$ cat config.mk
export PLATFORM = sky130hd
export DESIGN_NAME = msrs_selector
export DESIGN_NICKNAME = d
export VERILOG_FILES = /design/src/verilog/msrs_pkg.sv /design/src/verilog/msrs_selector.sv /design/src/verilog/msrs_channel.sv
export SDC_FILE = /design/constraint.sdc
export NUM_CORES = 1
export LEC_CHECK = 0
export ABC_AREA = 1
export BUFFER_PORTS_ARGS = -buffer_cell sky130_fd_sc_hd__buf_2
export CORE_ASPECT_RATIO = 1.2
export CORE_MARGIN = 2
export CORE_UTILIZATION = 59
export DETAILED_ROUTE_END_ITERATION = 7
export GPL_ROUTABILITY_DRIVEN = 0
export MAX_ROUTING_LAYER = met4
export PLACE_DENSITY = 0.77
export SLEW_MARGIN = 20
export SYNTH_ARGS = -nofsm -noshare
export SYNTH_HDL_FRONTEND = slang
export SYNTH_SLANG_ARGS = --single-unit
$ cat constraint.sdc
create_clock -name mclk -period 5.53 [get_ports mclk]
set_input_delay 0.2765 -clock mclk [delete_from_list [all_inputs] [get_ports mclk]]
set_output_delay 0.2765 -clock mclk [all_outputs]
set_load 0.01 [all_outputs]
$ cat src/verilog/msrs_pkg.sv
// shared constants and carrier types for the speed reference selector
package msrs_pkg;
  localparam int                SENSOR_BITS  = 10;
  localparam int                SUM_BITS     = 12;
  localparam int                NUM_CHAN     = 6;
  localparam int                RAMP_STAGES  = 4;
  localparam int                RAMP_STEPS   = 16;
  localparam logic [11:0]       STEP_SIZE    = 12'h060;
  localparam logic [11:0]       RAMP_OFFSET  = 12'h300;
  localparam logic [11:0]       SUM_MAX      = 12'hbfd;
  localparam logic [11:0]       SEL_LIMIT    = 12'h5fe;
  localparam real               SECTOR_DEG   = 45.0;
  localparam real               OFFSET_DEG   = 7.5;
  localparam real               CLEAR_NS     = 20.0;
  localparam real               CLK_NS       = 10.0;
  localparam int                CLEAR_CYC    =
    (CLEAR_NS / CLK_NS) < 1.0 ? 1 : int'(CLEAR_NS / CLK_NS);
  localparam logic [3:0]        RESET_COUNT  = 4'h0;

  typedef logic [SENSOR_BITS-1:0] msrs_sensor_t;
  typedef logic [SUM_BITS-1:0]    msrs_sum_t;

  typedef struct packed {
    msrs_sensor_t [NUM_CHAN-1:0] level;
  } msrs_sensors_s;

  typedef struct packed {
    logic       selValid;
    logic [2:0] selIndex;
    msrs_sum_t  selLevel;
  } msrs_sel_s;

  typedef enum logic [1:0] {IDLE, CLEARING, ENABLING, HOLDING} msrs_state_e;
endpackage : msrs_pkg

$ cat src/verilog/msrs_selector.sv
// speed reference selector: sensor channel choice and stepped ramp
// What this block does
// - six sensor envelopes, 45 degree repeat, 7.5 degree offsets, arrive as inputs.
// - each candidate is the sum of three neighbouring sensor levels.
// - at most one composite signal drives the selected node.
// - a new selection happens only at each ramp start.
// - chosen signal rises in the commanded direction.
// - chosen signal is below about half its maximum when selected.
// - selection holds until the next ramp start.
// - ramp spans half the maximum sensor signal, centred in range.
// - six identical channels, each a set-reset latch gating its signal.
// - pair comparator high when signal exceeds its opposite around the ring.
// - each ramp start makes a short clear pulse and a long start pulse.
// - clear pulse forces all six latches off.
// - after clear ends, channels with active enables turn on.
// - forward command: a turned-on channel trips its neighbour, leaving one.
// - ramp rate follows the input pulse frequency, 12 per minute to 2 per hour.
// - each input pulse raises the ramp one step, 16 steps then wrap.
// - counter is four stages toggling on falling input, weights 1,2,4,8.
// - each stage weighs twice the previous one in the ramp output.
// - ramp equals weighted count plus a fixed centring offset.
// - positive error drives faster, negative error slows the motor.
// - long start pulse issued when a new ramp begins, triggering selection.
// - behind flag high while ramp exceeds selected signal, else reverse.
`timescale 1ns/1ns
`default_nettype none
module msrs_selector (
  input  wire logic                   mclk,
  input  wire logic                   reset,
  input  wire logic                   ce,
  input  wire msrs_pkg::msrs_sensors_s sensors,
  input  wire logic                   forward_command,
  input  wire logic                   forward_command_aux,
  input  wire logic                   countPulse,
  input  wire logic                   rampRestart,
  output msrs_pkg::msrs_sum_t         rampLevel,
  output msrs_pkg::msrs_sel_s         selected,
  output logic                        motor_behind_flag,
  output logic                        driveForward,
  output logic                        driveReverse,
  output logic                        startPulse,
  output logic                        clearPulse
);
  localparam int N = msrs_pkg::NUM_CHAN;

  // composite sums of three neighbours
  msrs_pkg::msrs_sum_t comp [N];
  logic [N-1:0]        pairHigh;
  logic [N-1:0]        rising;
  genvar g;
  generate
    for (g = 0; g < N; g++)
    begin : g_comp
      assign comp[g] = msrs_pkg::msrs_sum_t'(sensors.level[g])
                     + msrs_pkg::msrs_sum_t'(sensors.level[(g+1)%N])
                     + msrs_pkg::msrs_sum_t'(sensors.level[(g+2)%N]);
      assign pairHigh[g] = comp[g] > comp[(g+3)%N];
    end
  endgenerate

  // candidate rises in commanded direction and is below half maximum
  generate
    for (g = 0; g < N; g++)
    begin : g_cand
      assign rising[g] = (forward_command ? pairHigh[(g+N-1)%N] & ~pairHigh[g]
                                          : pairHigh[(g+1)%N] & ~pairHigh[g])
                       & (comp[g] <= msrs_pkg::SEL_LIMIT);
    end
  endgenerate

  // counter input falling-edge detection
  logic       pulsePrev_q;
  logic [3:0] count_q;
  logic [3:0] count_d;
  logic       restartPrev_q;
  wire        pulseFall = pulsePrev_q & ~countPulse;
  wire        restartRise = rampRestart & ~restartPrev_q;
  // ripple of four stages: each toggles when the previous falls
  logic [3:0] toggle;
  assign toggle[0] = pulseFall;
  assign toggle[1] = toggle[0] & count_q[0];
  assign toggle[2] = toggle[1] & count_q[1];
  assign toggle[3] = toggle[2] & count_q[2];
  assign count_d   = restartRise ? msrs_pkg::RESET_COUNT : (count_q ^ toggle);
  wire  wrap       = pulseFall & (count_q == 4'hf);
  wire  rampStart  = wrap | restartRise;

  // weights 1,2,4,8 scaled by step, plus centring offset
  wire msrs_pkg::msrs_sum_t rampD = msrs_pkg::RAMP_OFFSET
                                  + msrs_pkg::msrs_sum_t'(count_d)
                                  * msrs_pkg::STEP_SIZE;

  // selection sequencer
  msrs_pkg::msrs_state_e state_q;
  msrs_pkg::msrs_state_e state_d;
  always_comb
  begin
    state_d = state_q;
    unique case (state_q)
      msrs_pkg::IDLE:     if (rampStart) state_d = msrs_pkg::CLEARING;
      msrs_pkg::CLEARING: state_d = msrs_pkg::ENABLING;
      msrs_pkg::ENABLING: state_d = msrs_pkg::HOLDING;
      msrs_pkg::HOLDING:  if (rampStart) state_d = msrs_pkg::CLEARING;
    endcase
  end
  wire clrNow = state_q == msrs_pkg::CLEARING;
  wire enNow  = state_q == msrs_pkg::ENABLING;

  // channels: each trips its predecessor candidate in forward sense
  logic [N-1:0] latchOn;
  logic [N-1:0] tripOne;
  logic [N-1:0] tripTwo;
  logic [N-1:0] tripIn;
  generate
    for (g = 0; g < N; g++)
    begin : g_chan
      assign tripIn[g] = forward_command_aux ? tripTwo[(g+1)%N] & latchOn[g]
                                             : tripOne[(g+N-1)%N] & latchOn[g];
      msrs_channel u_chan (
        .mclk                  (mclk),
        .reset                 (reset),
        .ce                    (ce),
        .clearPulse            (clrNow),
        .enablePulse           (enNow),
        .channel_enable_in_one (rising[g]),
        .channel_enable_in_two (1'b1),
        .tripIn                (tripIn[g]),
        .channel_trip_out_one  (tripOne[g]),
        .channel_trip_out_two  (tripTwo[g]),
        .latchOn               (latchOn[g])
      );
    end
  endgenerate

  // pick the lowest live channel so at most one drives the node
  logic [2:0] pickIdx;
  logic       pickAny;
  always_comb
  begin
    pickIdx = 3'h0;
    pickAny = 1'b0;
    for (int i = N - 1; i >= 0; i--)
    begin
      if (latchOn[i])
      begin
        pickIdx = 3'(i);
        pickAny = 1'b1;
      end
    end
  end
  wire msrs_pkg::msrs_sum_t busLevel = pickAny ? comp[pickIdx] : '0;
  wire behind = rampD > busLevel;

  always_ff @(posedge mclk or posedge reset)
  begin
    if (reset)
    begin
      pulsePrev_q   <= 1'b0;
      restartPrev_q <= 1'b0;
      count_q       <= msrs_pkg::RESET_COUNT;
      state_q       <= msrs_pkg::IDLE;
    end
    else if (ce)
    begin
      pulsePrev_q   <= countPulse;
      restartPrev_q <= rampRestart;
      count_q       <= count_d;
      state_q       <= state_d;
    end
  end

  // registered outputs
  always_ff @(posedge mclk or posedge reset)
  begin
    if (reset)
    begin
      rampLevel         <= msrs_pkg::RAMP_OFFSET;
      selected          <= '0;
      motor_behind_flag <= 1'b0;
      driveForward      <= 1'b0;
      driveReverse      <= 1'b0;
      startPulse        <= 1'b0;
      clearPulse        <= 1'b0;
    end
    else if (ce)
    begin
      rampLevel         <= rampD;
      selected          <= '{selValid: pickAny, selIndex: pickIdx, selLevel: busLevel};
      motor_behind_flag <= behind;
      // lag drives commanded direction, lead commands reverse
      driveForward      <= behind ? forward_command : ~forward_command;
      driveReverse      <= behind ? ~forward_command : forward_command;
      startPulse        <= (state_d != msrs_pkg::IDLE) & (state_d != msrs_pkg::HOLDING)
                           | (state_q == msrs_pkg::ENABLING);
      clearPulse        <= state_d == msrs_pkg::CLEARING;
    end
  end
endmodule : msrs_selector
`default_nettype wire

$ cat src/verilog/msrs_channel.sv
// one selection channel: set-reset latch gating its composite signal
`timescale 1ns/1ns
`default_nettype none
module msrs_channel (
  input  wire logic mclk,
  input  wire logic reset,
  input  wire logic ce,
  input  wire logic clearPulse,
  input  wire logic enablePulse,
  input  wire logic channel_enable_in_one,
  input  wire logic channel_enable_in_two,
  input  wire logic tripIn,
  output logic      channel_trip_out_one,
  output logic      channel_trip_out_two,
  output logic      latchOn
);
  logic latch_q;
  logic latch_d;
  wire  setOk = enablePulse & channel_enable_in_one & channel_enable_in_two;
  // clear dominates, then trip from neighbour, then set
  assign latch_d = clearPulse ? 1'b0 : (tripIn ? 1'b0 : (setOk ? 1'b1 : latch_q));
  assign latchOn = latch_q;
  assign channel_trip_out_one = latch_q;
  assign channel_trip_out_two = latch_q;

  always_ff @(posedge mclk or posedge reset)
  begin
    if (reset)
      latch_q <= 1'b0;
    else if (ce)
      latch_q <= latch_d;
  end
endmodule : msrs_channel
`default_nettype wire

Word-level counts from Yosys, hierarchy flattened
Index checks and enable logic that the tools add are counted.

word-level totals
  bits in read-only memories = 0
  word-level logic and storage cells = 169
  bits in latches = 0
  memory bits (writable) = 0
  register bits = 47
  input bits = 67
  output and inout port bits = 33
  memories = 0

cells by class
  $mul = 1
  multiplexer cells = 51
  reductions and logical operators = 15
  order comparisons = 14
  $add $sub $neg = 13
  bitwise gates (word level) = 50
  equality and inequality tests = 6
  div/mod/pow operators = 0
  shift-type cells = 0

operators with widths
  cell                    count
  $gt 12x12->1            7
  $add 11x10->12          6
  $le 12x11->1 const B    6
  $add 10x10->11          6
  $mux 1                  38
  $and 1x1->1             37
  $bmux 12 s3             1
  $mux 12                 3
  $mux 3                  6
  $reduce_bool 3->1       6
  $add 10x11->12 const A  1
  $reduce_and 2->1        6
  $not 1->1               9
  $mul 4x2->6 const B     1
  $pmux 2 s3              1
  $eq 2x1->1 const B      2
  $eq 2x2->1 const B      2
  $eq 4x4->1 const B      1
  $ge 4x4->1 const B      1
  $mux 4                  1
  $not 3->4               1
  $xor 4x4->4             1
  $logic_not 2->1         1
  $mux 2                  1
  other kinds (4)         5

Longest topological paths before layout
  depth after elaboration = 13
  mapped depth = 27
  depth with buffers taken out = 27

By module
Synthesis repeated with hierarchy kept, for this count alone.

unflattened totals
  cells, all modules = 1127
  area total of the unflattened synthesis = 8036.5 µm²

modules (own cells, without submodules)
  module         times used  sequential area each (µm²)  cells an instance  area each (µm²)
  msrs_selector  1           878.3                       1067               7616.1
  msrs_channel   6           25.0                        10                 70.1

Worst setup path after synthesis
No wires, ideal clock.

  path type = input to register
  start = in sensors[11] (netlist name)
  end = reg driveReverse
  library setup time = 117 ps
  arrival time = 3366 ps
  cell stages on the path = 24
  buffers on the path = 0
  data required time = 5413 ps
  path slack = 2047 ps
  cells stage by stage = fa_1 > ha_1 > inv_1 > fa_1 > o21ai_2 > nand2_1 > nand2_1 > nand2_1 > a21oi_1 > inv_1 > a21oi_1 > o21ai_0 > a21oi_1 > o21ai_1 > ha_1 > nand2_1 > inv_1 > nand3_1 > a21oi_1 > nand3b_1 > nand2_2 > nand2_1 > nand3_1 > nand2_1

between the ends
  longest elaborated chain between the ends = 8
  elaborated cells between the ends (all ways) = 11
  classes of those cells = 5 x add/sub; 1 x order compare; 5 x mux

RTL lines
  element                                          RTL line              text
  start, declared                                  msrs_selector.sv:31   input wire msrs_pkg::msrs_sensors_s sensors,
  $add 10x10->11                                   msrs_selector.sv:55   + msrs_pkg::msrs_sum_t'(sensors.level[(g+1)%N])
  $add 11x10->12                                   msrs_selector.sv:56   + msrs_pkg::msrs_sum_t'(sensors.level[(g+2)%N]);
  $bmux 12 s3 (*)                                  msrs_selector.sv:151  wire msrs_pkg::msrs_sum_t busLevel = pickAny ? comp[pickIdx] : '0;
  $mux 12 (not written as such) (*) (2 in series)  msrs_selector.sv:151
  $mux 12 (*)                                      msrs_selector.sv:151
  $gt 12x12->1 (*)                                 msrs_selector.sv:152  wire behind = rampD > busLevel;
  $mux 1 (*)                                       msrs_selector.sv:192  driveReverse <= behind ? ~forward_command : forward_command;
  end signal, assigned                             msrs_selector.sv:192
  end, declared                                    msrs_selector.sv:40   output logic driveReverse,

Every way passes the cells marked *; elsewhere a longest branch is shown, timed or not. The select of a mux whose other input is x is not followed.
A chain may end at the register's enable or synchronous reset.

Worst setup path in the final report
Same ends and word-level chain as after synthesis.

==> results.yml <==
cts:
  htree_levels: 2
  root_buffer: "clkbuf_16"
  cts_setup_buffers: 0
  cts_tree: "built"
  cts.path.max_buffers: 2
  postCtsHoldBufs: 0
  cts-resized-gates: 0
  cts_sinks: 41
  cts_buffers: 5
  insertion_delay_ns: 0.28
  path_clk_slew_ns: 0.06
layout:
  fin_nets: 1416
  mostFrequentLayoutCells: "nand2_1, inv_1, ha_1"
  antennaDiodeCount: 0
  fillers: 1240
  fin_util_pct: 65.4
  syn2layout_area_growth_pct: 9.15
  final_common_cell: "nand2_1"
  drive_above_1_share_pct: 12.3
floorplan:
  core_area_mm2: 0.0131
  die_x_um: 109
  initial_core_util_pct: 59.9
  io_pins: 100
  die_y_um: 130
  die_area_mm2: 0.0143
  row_count: 46
synthesis:
  synthCells: 1095
  synth-edff-count: 0
  synth-seq-cells: 41
  yosys-top-cells-area: "fa_1, ha_1, nand2_1"
  synth_top_area_share_pct: 17.1
  synthDistinctLibCells: 44
  avgSynthCellArea_um2: 7.18
  synthArstFlopShare_pct: 100
  netlist_area_mm2: 0.00786
  synth-seq-area-share_pct: 13.1
  synthFlopType: "dfrtp_1"
  yosysWarnings: 0
  yosys.area.top_type: "fa_1"
global_routing:
  grt_start_max_net_pins: 47
  first_global_vias: 7407
  grt_pass1_wl_um: 35000
  grt-ovfl-total: 0
  antenna_found_initial: 0
  grt_usage_pct: 32.5
pwr:
  p_per_area_mw_per_mm2: 433
  p_leak_nw: 4.58
  ir_drop_mv: 0.339
place:
  dpl.hpwl_um: 18900
  portBuffers: 94
routing:
  finalWirelength_um: 22200
  drcViolationCount: 0
  drtPass1Iterations: 5
  drt-vias-per-instance: 5.68
  vias: 7633
  drtIter0Drc: 513
  ant_nets: 0
  wl_per_cell_um: 16.5
critical_path:
  cp.required_ns: 5.71
  crit_type: "input port to flop"
  endpoint_kind: "flop"
  arrival_ns: 4.04
  start_kind: "input port"
  crit_fanout: 3
min_path:
  hp-class: "input port to async pin"
timing:
  setup_tns_ns: 0
  setup_viol: 0
  fmax_ghz: 0.259
  post-route-min-period_ns: 3.87
  slew_viol_final: 0
  tightest_slew_ns: 0.531
  finalHoldViolCount: 0
  slew_headroom_pct: 64.6
  fin_crit_sh_pct: 69.9
  rsz0062_at_grt: "false"
  skew_ns: 0.00563
run_status:
  status: "finished clean"
run:
  drv_cap: 0
[stage by stage]
stage | cell area [um2] | instances | hold WS, ns | setup slack [ns] | power, W
2_1_floorplan | 7880 | 1099 | 0.397 | 2.05 | 0.00263
3_3_place_gp | 8420 | 1337 | 0.428 | 1.54 | 0.00327
3_5_place_dp | 8420 | 1337 | 0.436 | 1.44 | 0.00333
4_1_cts | 8580 | 1345 | 0.140 | 1.71 | 0.00367
5_1_grt | 8580 | 1345 | 0.170 | 1.34 | 0.00410
6_report | 8580 | 1345 | 0.116 | 1.66 | 0.00371
[final timing paths]
path	end	depth (start not counted)	from	slack, ns
max reg2reg	driveReverse	23	pulsePrev_q	1.74
max in group asynchronous	rampLevel[9]	3	reset	5.04
min reg2reg	rampLevel[7]	2	rampLevel[7]	0.47
max	driveReverse	25	sensors[11]	1.66
min	selected[1]	3	reset	0.12
min in group mclk	restartPrev_q	3	rampRestart	0.23
[worst max-delay path, cell delays in order]
cell	delay (ns)
buf_2	0.13
fa_1	0.57
ha_1	0.21
inv_1	0.07
fa_1	0.42
o21ai_2	0.28
nand2_1	0.14
nand2_1	0.10
nand2_1	0.08
a21oi_1	0.14
inv_1	0.09
a21oi_1	0.11
o21ai_0	0.10
a21oi_1	0.15
o21ai_1	0.11
ha_1	0.31
nand2_1	0.07
inv_1	0.04
nand3_1	0.08
a21oi_1	0.04
nand3b_1	0.20
nand2_2	0.11
nand2_1	0.05
nand3_1	0.07
nand2_1	0.06
[power breakdown]
part / switching [W] / leakage [nW] / internal (W)
clock: 0.000116 / 0.0808 / 0.000212
sequential: 0.0000751 / 0.523 / 0.000408
combinational: 0.00189 / 3.98 / 0.00102
[logic make-up after synthesis]
family | share of synthesized area, %
compound gates | 12.5
xor+xnor | 4.22
fa+ha+maj | 33.9
buf+inv | 9.29
flops | 13.1
mux | 0.127
other cells | 0.0477
simple gates | 26.8
[Yosys cell counts (all sizes together), types with 4 or more instances]
cell    instances
clkbuf         10
nor2           70
xnor2          13
o21ai          70
a31oi           5
inv           149
buf            17
xor2           24
a211oi          4
nand3          95
a21boi          4
nand3b          5
nor3            9
or2             6
o21bai          5
o211ai         12
ha            106
dfrtp          39
a21oi          72
fa             67
nand4          15
nand2         285
[metal layers]
layer  routed length (um)  vias up  GRT usage, %
met5                    0        -             -
met4                  792        0          11.6
met3                 1090       59          1.74
met2                11300      306          58.6
met1                 9030     3541          38.3
li1                     -     3727             -
[state kept, by name (all words and copies together) (netlist names)]
| name | flops |
|---|---|
| restartPrev_q | 1 |
| selected | 16 |
| state_q | 2 |
| g_chan.u_chan.channel_trip_out_one | 6 |
| motor_behind_flag | 1 |
| count_q | 4 |
| rampLevel | 6 |
| clearPulse | 1 |
| startPulse | 1 |
| driveForward | 1 |
| driveReverse | 1 |
| pulsePrev_q | 1 |
[layout make-up]
| type | instances | area, um2 | share of cell area (%) |
|---|---|---|---|
| clock buffer | 6 | 129 | 1.50 |
| clock inverter | 2 | 35.0 | 0.408 |
| inverter | 151 | 568 | 6.62 |
| multi-input combinational | 880 | 6120 | 71.3 |
| sequential | 41 | 1030 | 12.0 |
| tap | 168 | 210 | 2.45 |
| timing repair buffer | 97 | 493 | 5.74 |
Note: power is estimated with default switching activity, not from simulation.
